## config.mk

```make
export PLATFORM = sky130hd
export DESIGN_NAME = rtc_time_date_counters
export DESIGN_NICKNAME = d
export VERILOG_FILES = /design/src/rtc_pkg.sv /design/src/rtc_time_date_counters.sv /design/src/rtc_bcd_inc.sv
export VERILOG_INCLUDE_DIRS = /design/src
export SDC_FILE = /design/constraint.sdc
export NUM_CORES = 1
export LEC_CHECK = 0
export ABC_AREA = 1
export BUFFER_PORTS_ARGS = -buffer_cell sky130_fd_sc_hd__buf_2
export CAP_MARGIN = 20
export CORE_ASPECT_RATIO = 0.75
export CORE_MARGIN = 1
export CORE_UTILIZATION = 50
export CTS_CLUSTER_SIZE = 28
export DETAILED_ROUTE_END_ITERATION = 8
export GPL_TIMING_DRIVEN = 0
export PLACE_DENSITY = 0.71
export SYNTH_ARGS = -nofsm -noshare
export SYNTH_HDL_FRONTEND = slang
export SYNTH_SLANG_ARGS = --single-unit
```

## constraint.sdc

```tcl
create_clock -name MCLK -period 2 [get_ports MCLK]
set_input_delay 0.3 -clock MCLK [delete_from_list [all_inputs] [get_ports MCLK]]
set_output_delay 0.3 -clock MCLK [all_outputs]
set_load 0.1 [all_outputs]
```

## src/rtc_defines.svh

```systemverilog
// register offsets, field positions and limits of the time and date counters
`ifndef RTC_DEFINES_SVH
`define RTC_DEFINES_SVH
`define ADDR_SECONDS      8'h08
`define ADDR_MINUTES      8'h09
`define ADDR_HOURS        8'h0a
`define ADDR_DAY_OF_MONTH 8'h0b
`define ADDR_WEEKDAY      8'h0c
`define MASK_SECONDS      8'h7f
`define MASK_MINUTES      8'h7f
`define MASK_HOURS        8'h7f
`define MASK_DAY          8'h3f
`define MASK_WEEKDAY      8'h07
`define BIT_FORMAT_12H    6
`define BIT_PM_OR_TWENTY  5
`define BCD_59            7'h59
`define BCD_23            6'h23
`define BCD_HOUR_00       6'h00
`define BCD_12            5'h12
`define BCD_11            5'h11
`define BCD_01            5'h01
`define BCD_00            8'h00
`define BCD_DAY_01        6'h01
`define BCD_DAY_28        6'h28
`define BCD_DAY_29        6'h29
`define BCD_DAY_30        6'h30
`define BCD_DAY_31        6'h31
`define BCD_FEB           5'h02
`define BCD_APR           5'h04
`define BCD_JUN           5'h06
`define BCD_SEP           5'h09
`define BCD_NOV           5'h11
`define WEEKDAY_FIRST     3'h1
`define WEEKDAY_LAST      3'h7
`define RESET_SECONDS     7'h00
`define RESET_MINUTES     7'h00
`define RESET_HOURS       7'h00
`define RESET_DAY         6'h01
`define RESET_WEEKDAY     3'h1
`endif

```

## src/rtc_pkg.sv

```systemverilog
// types shared by the time and date counter block
package rtc_pkg;
    typedef struct packed {
        logic [6:0] seconds;
        logic [6:0] minutes;
        logic [6:0] hours;
        logic [5:0] day;
        logic [2:0] weekday;
        logic [7:0] rdata;
    } rtc_state_t;
    typedef struct packed {
        logic [3:0] ones;
        logic       carry;
    } bcd_step_t;
endpackage : rtc_pkg

```

## src/rtc_time_date_counters.sv

```systemverilog
// seconds to weekday counters in bcd with register access
`timescale 1ns/10ps
`include "rtc_defines.svh"
// Operation
// RULE_01 - seconds sit in bits 6:0 of offset 08h as bcd, bit 7 unused.
// RULE_02 - seconds count 00 to 59 each tick and cascade into minutes and hours.
// RULE_03 - minutes sit in bits 6:0 of offset 09h as bcd 0 to 59.
// RULE_04 - hours bit 6 high selects 12-hour mode, low selects 24-hour mode.
// RULE_05 - in 12-hour mode bit 5 is pm and bits 4:0 hold hour 1 to 12.
// RULE_06 - in 24-hour mode bits 5:0 hold hour 0 to 23 in bcd.
// RULE_07 - day of month sits in bits 5:0 of offset 0bh as bcd 1 to 31.
// RULE_08 - february gets day 29 when the year value divides by four, 00 included.
// RULE_09 - day wraps to 1 after the month's last day, bumping month and weekday.
// RULE_10 - weekday in bits 2:0 of offset 0ch counts 1 to 7.
// RULE_11 - software names weekdays itself; hardware only cycles them.
// RULE_12 - host writes only valid bcd values.
// RULE_13 - unimplemented bits always read as zero.
module rtc_time_date_counters
    import rtc_pkg::*;
(
    input  wire logic       MCLK,         // 50 mhz system clock
    input  wire logic       RESET,        // synchronous reset, active high
    input  wire logic       SECOND_TICK,  // one-cycle pulse once per second
    input  wire logic [7:0] ADDR,         // register offset
    input  wire logic       WRITE,        // write strobe, one cycle
    input  wire logic [7:0] WDATA,        // write data
    input  wire logic       READ,         // read strobe, one cycle
    output logic      [7:0] RDATA,        // read data, valid cycle after read
    input  wire logic [4:0] MONTH,        // current month in bcd
    input  wire logic [6:0] YEAR,         // current year in bcd
    output logic            MONTH_INC     // pulse: day wrapped, advance month
);
    rtc_state_t state;
    rtc_state_t next_state;

    logic [6:0] sec_next;
    logic       sec_wrap;
    logic [6:0] min_next;
    logic       min_wrap;
    logic [5:0] h24_next;
    logic       h24_wrap;
    logic [4:0] h12_next;
    logic       day_roll;     // midnight reached on this tick
    logic [5:0] day_next;
    logic       day_wrap;
    logic [5:0] last_day;
    logic       leap_year;
    logic       format_12h;
    logic       pm_or_tens_twenty_bit;

    // seconds, minutes and 24-hour steppers
    rtc_bcd_inc #(.WIDTH(7)) u_sec (
        .value   (state.seconds),
        .limit   (`BCD_59),
        .reload  (`RESET_SECONDS),
        .result  (sec_next),
        .wrapped (sec_wrap)
    );
    rtc_bcd_inc #(.WIDTH(7)) u_min (
        .value   (state.minutes),
        .limit   (`BCD_59),
        .reload  (`RESET_MINUTES),
        .result  (min_next),
        .wrapped (min_wrap)
    );
    rtc_bcd_inc #(.WIDTH(6)) u_h24 (
        .value   (state.hours[5:0]),
        .limit   (`BCD_23),
        .reload  (`BCD_HOUR_00),
        .result  (h24_next),
        .wrapped (h24_wrap)
    );
    // 12-hour wraps 12 to 01; the pm flip happens on 11 to 12 below
    rtc_bcd_inc #(.WIDTH(5)) u_h12 (
        .value   (state.hours[4:0]),
        .limit   (`BCD_12),
        .reload  (`BCD_01),
        .result  (h12_next),
        .wrapped ()
    );
    rtc_bcd_inc #(.WIDTH(6)) u_day (
        .value   (state.day),
        .limit   (last_day),
        .reload  (`BCD_DAY_01),
        .result  (day_next),
        .wrapped (day_wrap)
    );

    assign format_12h            = state.hours[`BIT_FORMAT_12H];    // RULE_04
    assign pm_or_tens_twenty_bit = state.hours[`BIT_PM_OR_TWENTY];

    // bcd year divisible by four: tens even needs ones 0/4/8, tens odd 2/6
    always_comb
    begin
        if (YEAR[4] == 1'b0)
            leap_year = (YEAR[3:0] == 4'h0) || (YEAR[3:0] == 4'h4)
                      || (YEAR[3:0] == 4'h8);                       // RULE_08
        else
            leap_year = (YEAR[3:0] == 4'h2) || (YEAR[3:0] == 4'h6); // RULE_08
    end

    // month length; invalid month codes fall back to 31
    always_comb
    begin
        unique case (MONTH)
            `BCD_FEB: last_day = leap_year ? `BCD_DAY_29 : `BCD_DAY_28; // RULE_08
            `BCD_APR,
            `BCD_JUN,
            `BCD_SEP,
            `BCD_NOV: last_day = `BCD_DAY_30;
            default:  last_day = `BCD_DAY_31;
        endcase
    end

    // counting cascade, register writes and read mux
    always_comb
    begin
        next_state = state;
        MONTH_INC  = 1'b0;
        day_roll   = 1'b0;
        if (SECOND_TICK)
        begin
            next_state.seconds = sec_next;                          // RULE_02
            if (sec_wrap)
            begin
                next_state.minutes = min_next;                      // RULE_02
                if (min_wrap)
                begin
                    if (format_12h)
                    begin
                        next_state.hours[4:0] = h12_next;           // RULE_05
                        if (state.hours[4:0] == `BCD_11)
                            next_state.hours[`BIT_PM_OR_TWENTY] =
                                ~pm_or_tens_twenty_bit;             // RULE_05
                        if (state.hours[4:0] == `BCD_11 && pm_or_tens_twenty_bit)
                            day_roll = 1'b1;                        // RULE_09
                    end
                    else
                    begin
                        next_state.hours[5:0] = h24_next;           // RULE_06
                        if (h24_wrap)
                            day_roll = 1'b1;                        // RULE_09
                    end
                end
            end
        end
        // midnight: day and weekday advance together; days need no name
        if (day_roll)
        begin
            next_state.day = day_next;                              // RULE_09
            if (state.weekday == `WEEKDAY_LAST)
                next_state.weekday = `WEEKDAY_FIRST;                // RULE_10
            else
                next_state.weekday = state.weekday + 3'h1;          // RULE_11
            MONTH_INC = day_wrap;                                   // RULE_09
        end
        // a host write wins over the tick for the register it touches
        if (WRITE)
        begin
            unique case (ADDR)
                `ADDR_SECONDS:      next_state.seconds = WDATA[6:0];  // RULE_01
                `ADDR_MINUTES:      next_state.minutes = WDATA[6:0];  // RULE_03
                `ADDR_HOURS:        next_state.hours   = WDATA[6:0];  // RULE_04
                `ADDR_DAY_OF_MONTH: next_state.day     = WDATA[5:0];  // RULE_07
                `ADDR_WEEKDAY:      next_state.weekday = WDATA[2:0];  // RULE_10
                default: ;
            endcase
        end
        if (READ)
        begin
            unique case (ADDR)
                `ADDR_SECONDS:      next_state.rdata = {1'b0, state.seconds}; // RULE_13
                `ADDR_MINUTES:      next_state.rdata = {1'b0, state.minutes}; // RULE_13
                `ADDR_HOURS:        next_state.rdata = {1'b0, state.hours};   // RULE_13
                `ADDR_DAY_OF_MONTH: next_state.rdata = {2'b00, state.day};    // RULE_13
                `ADDR_WEEKDAY:      next_state.rdata = {5'h00, state.weekday}; // RULE_13
                default:            next_state.rdata = `BCD_00;
            endcase
        end
        if (RESET)
        begin
            next_state.seconds = `RESET_SECONDS;
            next_state.minutes = `RESET_MINUTES;
            next_state.hours   = `RESET_HOURS;
            next_state.day     = `RESET_DAY;
            next_state.weekday = `RESET_WEEKDAY;
            next_state.rdata   = `BCD_00;
            MONTH_INC          = 1'b0;
        end
    end

    // single state register
    always_ff @(posedge MCLK)
    begin
        state <= next_state;
    end

    assign RDATA = state.rdata;
endmodule : rtc_time_date_counters

```

## src/rtc_bcd_inc.sv

```systemverilog
// one bcd digit-pair incrementer with wrap limit and reload value
`timescale 1ns/10ps
module rtc_bcd_inc #(
    parameter int WIDTH = 7
) (
    input  wire logic [WIDTH-1:0] value,    // current bcd value
    input  wire logic [WIDTH-1:0] limit,    // last value before wrap
    input  wire logic [WIDTH-1:0] reload,   // value after wrap
    output logic      [WIDTH-1:0] result,   // next value
    output logic                  wrapped   // high when limit reached
);
    logic [WIDTH-1:0] tens_step;
    // ones digit rolls at nine into the tens digit
    always_comb
    begin
        tens_step = value + WIDTH'(16);
        tens_step[3:0] = 4'h0;
        wrapped = (value == limit);
        if (wrapped)
            result = reload;
        else if (value[3:0] == 4'h9)
            result = tens_step;
        else
            result = value + WIDTH'(1);
    end
endmodule : rtc_bcd_inc

```

==> impl_metrics.env, run 1 <==
export IMPL_die_y_um=67.2
export IMPL_yosysTopAreaCellShare=0.261
export IMPL_global_route_usage_met1=0.409
export IMPL_syn_mean_instance_area_um2=6.59
export IMPL_area_growth_syn_to_layout_pct=17.4
export IMPL_netlist_area_um2=2830
export IMPL_drv_slew=0
export IMPL_finalPower_uw=1470
export IMPL_pwr_share_comb=0.121
export IMPL_grt_pass1_wl_um=12900
export IMPL_antennaDiodeCount=0
export IMPL_viasPerCell=5.48
export IMPL_antenna_found_initial=0
export IMPL_dp_slack_ns=-0.220
export IMPL_drt_initial_drc_count=347
export IMPL_coreArea_um2=5410
export IMPL_synth_flop_cell="dfxtp_1"
export IMPL_route_detailed_drc=0
export IMPL_worst_slack_ns=-0.161
export IMPL_io_buffers=36
export IMPL_grt_usage=0.286
export IMPL_grt_use_met3=0.0452
export IMPL_cp_arrival_ns=1.86
export IMPL_period_needed_ns=2.16
export IMPL_crit_chain="inv_1, ha_1, nand2_1, inv_2, nand3_4, nor2_4, nand2_4, inv_4, nand3_4, nor2_4, buf_12"
export IMPL_end_kind="output pin"
export IMPL_yosysTopAreaCell="dfxtp_1"
export IMPL_worstPathRequired_ns=1.70
export IMPL_violations="negative setup slack"
export IMPL_crit_slowest_cell="dfxtp_2"
export IMPL_dieWidth_um=88.9
export IMPL_setup_viol=1
export IMPL_path_class="reg -> out"
export IMPL_cts_buffers=5
export IMPL_synthTopCellsByArea="dfxtp_1 (26%), nand2_1 (11%), inv_1 (7.9%)"
export IMPL_grt_start_max_net_pins=13
export IMPL_yosys_warnings=0
export IMPL_powerDensity_nw_per_um2=443
export IMPL_swShare=0.298
export IMPL_power_frac_clock=0.372
export IMPL_grt_pass1_vias=2707
export IMPL_grt_busiest_layer="met2"
export IMPL_met2_usage=0.443
export IMPL_gp_congestion=0.913
export IMPL_timing_hold_ws_ns=0.236
export IMPL_cts_max_level=2
export IMPL_fin_area_um2=3330
export IMPL_via_count=3047
export IMPL_fin_crit_sh=1.08
export IMPL_cts_root_buf="clkbuf_8"
export IMPL_synth_edf_count=0
export IMPL_io_pins=42
export IMPL_slew_headroom=0.534
export IMPL_leakage_uw=0.00146
export IMPL_async_flop_share=0
export IMPL_layout_common_cells="nand2_1 (85), inv_1 (55), a21oi_1 (43)"
export IMPL_hp_class="in -> reg"
export IMPL_tns_ns=-0.161
export IMPL_dieArea_um2=5980
export IMPL_dr_pass1_iters=5
export IMPL_routed_wl_um=8000
export IMPL_timing_hold_violations_final=0
export IMPL_cts_tree="done"
export IMPL_layout_commonest_cell="nand2_1"
export IMPL_netlist_instances=430
export IMPL_post_drt_wl_per_cell_um=14.4
export IMPL_start_kind="flop"
export IMPL_overflow=0
export IMPL_slowest_delay_ns=0.35
export IMPL_cts_sinks=37
export IMPL_p_switching_uw=439
export IMPL_layout_nets=525
export IMPL_power_frac_seq=0.508
export IMPL_ys_ff_latch=37
export IMPL_drive_gt1_frac=0.258
export IMPL_initial_core_util=0.524
export IMPL_fmax_mhz=463
export IMPL_rsz0062_at_grt="yes"
export IMPL_cts_reportedPaths_clkPinSlew_ns=0.08
export IMPL_clockBufferDepth=2
export IMPL_finClkSkew_ns=0.0138
export IMPL_num_rows=23
export IMPL_clk_latency_ns=0.30
export IMPL_drv_cap=0
export IMPL_place_area_um2=3160
export IMPL_syn_nets=475
export IMPL_worst_pin_slew_ns=0.699
export IMPL_cp_max_fo=6
export IMPL_dp_hpwl_um=6110
export IMPL_status="complete, but fails checks"
export IMPL_synth_cell_types=39
export IMPL_ant_nets=0
export IMPL_p_int_uw=1040
export IMPL_yosysSeqAreaShare=0.261
export IMPL_max_vdd_ir_drop_v=0.000377
-- worst max-delay path, delay by kind of cell (launching register included) --
family        cells  cell delay (ns)
fa+ha+maj         1             0.14
flops             1             0.35
simple gates      6             0.64
buf+inv           4             0.43
-- repair_timing --
item                       in CTS  in global routing
hold buffers                    0                  0
buffers inserted                7                  0
setup endpoints to repair       1                  1
cloned                          0                  0
gates resized for setup        17                  0
pin swaps                       4                  0
-- logic make-up (layout without fill, tap and decap cells) --
family          count (synthesis)  after routing  share of synthesized area
buf+inv                        86            137                      0.128
simple gates                  181            181                      0.324
xor+xnor                        5              5                     0.0155
compound gates                108            108                      0.216
flops                          37             37                      0.261
other cells                     1              1                    0.00132
fa+ha+maj                      12             12                     0.0530
-- per-stage QoR --
stage | instances | util
2_1_floorplan | 430 | -
3_3_place_gp | 541 | 0.583
3_5_place_dp | 541 | 0.583
4_1_cts | 556 | 0.615
5_1_grt | 556 | 0.615
6_report | 556 | 0.615
-- metal layers --
layer	routed length, um	part of all wire	up-vias
met5	0	0	-
met3	646	0.081	18
li1	-	-	1513
met4	189	0.024	0
met2	3340	0.42	133
met1	3830	0.48	1383
-- registers in the layout, indices dropped and copies added, names as in the netlist --
name,cells
state,28
format_12h,1
RDATA,7
pm_or_tens_twenty_bit,1
-- final timing paths --
check,startpoint,end,slack (ns),cells after the start
max,state[36]$_SDFF_PP0_,MONTH_INC,-0.16,11
min,RESET,state[32]$_SDFF_PP0_,0.24,2
max reg2reg,state[25]$_SDFF_PP0_,state[16]$_SDFF_PP0_,0.22,12
min reg2reg,RDATA[5]$_SDFFE_PP0P_,RDATA[5]$_SDFFE_PP0P_,0.47,2
-- power groups by stage --
stage                     registers (uW)  logic [uW]  clock network (uW)
after floorplan                      765         106                   0
after global placement               767         173                   0
after detailed placement             767         175                   0
after CTS                            748         176                 550
after global routing                 749         196                 579
final                                748         178                 548
-- cell type report --
| cell class | count | area (um^2) |
|---|---|---|
| fillers | 540 | 2080 |
| multi-input cells | 307 | 1780 |
| flip-flops and latches | 37 | 753 |
| inverters | 72 | 278 |
| repair buffers | 43 | 248 |
| well taps | 75 | 93.8 |
| plain buffers | 14 | 91.3 |
| clock buffers | 5 | 68.8 |
| clock inverters | 3 | 17.5 |
-- cell usage after synthesis, types with 2 or more instances --
| library cell | number |
|---|---|
| clkbuf_1 | 4 |
| ha_1 | 12 |
| inv_2 | 11 |
| o211ai_1 | 7 |
| nand4_1 | 7 |
| a21oi_2 | 3 |
| o21ai_0 | 36 |
| buf_4 | 8 |
| or2_2 | 2 |
| o22ai_1 | 9 |
| nand3_1 | 27 |
| xor2_1 | 4 |
| inv_1 | 60 |
| a211oi_1 | 2 |
| o21ai_2 | 2 |
| nor3_1 | 7 |
| a21oi_1 | 43 |
| nor2_1 | 26 |
| nand3_4 | 3 |
| nor2_4 | 6 |
| dfxtp_1 | 37 |
| nand2_1 | 86 |
| nand2_2 | 7 |
| nand3_2 | 5 |
| o221ai_1 | 2 |
Note: power is estimated with default switching activity, not from simulation.
==> run 2, diff against run 1 <==
REMOVE_ABC_BUFFERS = 1   (was unset)
SLEW_MARGIN = 5   (was unset)
==> impl_metrics.env, run 2 (synthesis gave the netlist of run 1 again) <==
export IMPL_area_growth_syn_to_layout_pct=17.5
export IMPL_hp_class="in -> reg"
export IMPL_dieArea_um2=5980
export IMPL_violations="negative setup slack"
export IMPL_global_route_usage_met1=0.394
export IMPL_grt_start_max_net_pins=25
export IMPL_timing_hold_violations_final=0
export IMPL_post_drt_wl_per_cell_um=14.7
export IMPL_ff2ff_setup_slack_ns=0.14
export IMPL_routed_wl_um=8120
export IMPL_grt_pass1_vias=2646
export IMPL_slew_headroom=0.529
export IMPL_clockBufferDepth=2
export IMPL_cp_max_fo=5
export IMPL_clk_latency_ns=0.29
export IMPL_worst_slack_ns=-0.189
export IMPL_ant_nets=0
export IMPL_dp_hpwl_um=5910
export IMPL_rsz0062_at_grt="yes"
export IMPL_cts_buffers=5
export IMPL_antennaDiodeCount=0
export IMPL_end_kind="output pin"
export IMPL_start_kind="flop"
export IMPL_final_core_util=0.616
export IMPL_cts_hold_buf=0
export IMPL_cts_max_level=2
export IMPL_cts_root_buf="clkbuf_8"
export IMPL_cts_reportedPaths_clkPinSlew_ns=0.08
export IMPL_max_vdd_ir_drop_v=0.000317
export IMPL_leakage_uw=0.00146
export IMPL_viasPerCell=5.59
export IMPL_gp_congestion=0.915
export IMPL_drv_cap=0
export IMPL_overflow=0
export IMPL_fmax_mhz=457
export IMPL_grt_usage=0.282
export IMPL_dieWidth_um=88.9
export IMPL_num_rows=23
export IMPL_status="complete, but fails checks"
export IMPL_grt_busiest_layer="met2"
export IMPL_met2_usage=0.448
export IMPL_worstPathRequired_ns=1.70
export IMPL_cts_tree="done"
export IMPL_setup_viol=1
export IMPL_drive_gt1_frac=0.260
export IMPL_layout_nets=522
export IMPL_finClkSkew_ns=0.00684
export IMPL_layout_common_cells="nand2_1 (85), inv_1 (54), a21oi_1 (43)"
export IMPL_io_pins=42
export IMPL_io_buffers=37
export IMPL_layout_commonest_cell="nand2_1"
export IMPL_coreArea_um2=5410
export IMPL_via_count=3086
export IMPL_cp_arrival_ns=1.89
export IMPL_grt_pass1_wl_um=12600
export IMPL_largest_register="state"
export IMPL_antenna_found_initial=0
export IMPL_cts_sinks=37
export IMPL_powerDensity_nw_per_um2=438
export IMPL_initial_core_util=0.524
export IMPL_route_detailed_drc=0
export IMPL_drt_initial_drc_count=265
export IMPL_grt_use_met3=0.0721
export IMPL_worst_pin_slew_ns=0.705
export IMPL_period_needed_ns=2.19
export IMPL_tns_ns=-0.189
export IMPL_drv_slew=0
export IMPL_path_class="reg -> out"
export IMPL_largest_register_ffs=28
export IMPL_die_y_um=67.2
export IMPL_dr_pass1_iters=5
export IMPL_fin_crit_sh=1.09
==> run 2: cell count changes in the layout (fill, tap and decap cells not counted) <==
cell / previous run / this run
buf_4: 15 / 17
clkbuf_8: 5 / 6
clkbuf_1: 4 / 1
clkinv_2: 2 / 0
inv_1: 55 / 54
clkinvlp_4: 1 / 0
ha_4: 0 / 1
buf_6: 1 / 0
ha_2: 2 / 1
dfxtp_2: 7 / 5
dfxtp_4: 1 / 3
inv_2: 14 / 15
==> run 2: where the power goes <==
part	internal (uW)	total (uW)	switching (uW)
registers	740	747	6.98
logic	46.5	168	122
clock network	274	542	269
total	1060	1460	397
==> run 2: cell type report <==
class	count	area (um^2)
Fill cell	533	2080
Clock buffer	7	86.3
Inverter	72	278
Tap cell	75	93.8
Timing Repair Buffer	54	328
Sequential cell	37	758
Multi-Input combinational cell	307	1790
==> run 2: per-layer routing <==
layer | part of all wire | wire length [um]
met1 | 0.46 | 3750
met4 | 0.0070 | 57
met3 | 0.091 | 741
met2 | 0.44 | 3570
met5 | 0 | 0
==> run 2: final timing paths <==
path / startpoint / cells after the start / to
max: state[25]$_SDFF_PP0_ / 11 / MONTH_INC
min: WDATA[0] / 3 / state[11]$_SDFF_PP1_
max reg2reg: state[25]$_SDFF_PP0_ / 13 / state[16]$_SDFF_PP0_
min reg2reg: RDATA[5]$_SDFFE_PP0P_ / 2 / RDATA[5]$_SDFFE_PP0P_
==> run 2: metrics by stage <==
step	instance area, um^2	total power (uW)	hold slack (ns)	setup slack, ns	instances
after floorplan	2740	859	0.362	-0.947	416
after global placement	3020	929	0.453	-0.536	528
after detailed placement	3020	931	0.453	-0.550	528
after CTS	3230	1460	0.249	-0.241	542
after global routing	3330	1510	0.307	-0.258	552
final	3330	1460	0.247	-0.189	552
==> run 2: worst max-delay path, cell delays in order (launching register included) <==
cell	delay (ns)
dfxtp_2	0.34
inv_2	0.09
ha_4	0.14
nand3_4	0.10
nor2_4	0.15
inv_2	0.05
nor2_4	0.17
nand2_4	0.09
inv_4	0.08
nand3_4	0.09
nor2_4	0.12
buf_12	0.18
==> run 2: timing repair <==
item                       in CTS  in global routing
setup endpoints to repair       4                  4
pin swaps                       6                  7
buffers inserted                7                 10
resized for setup              27                  9
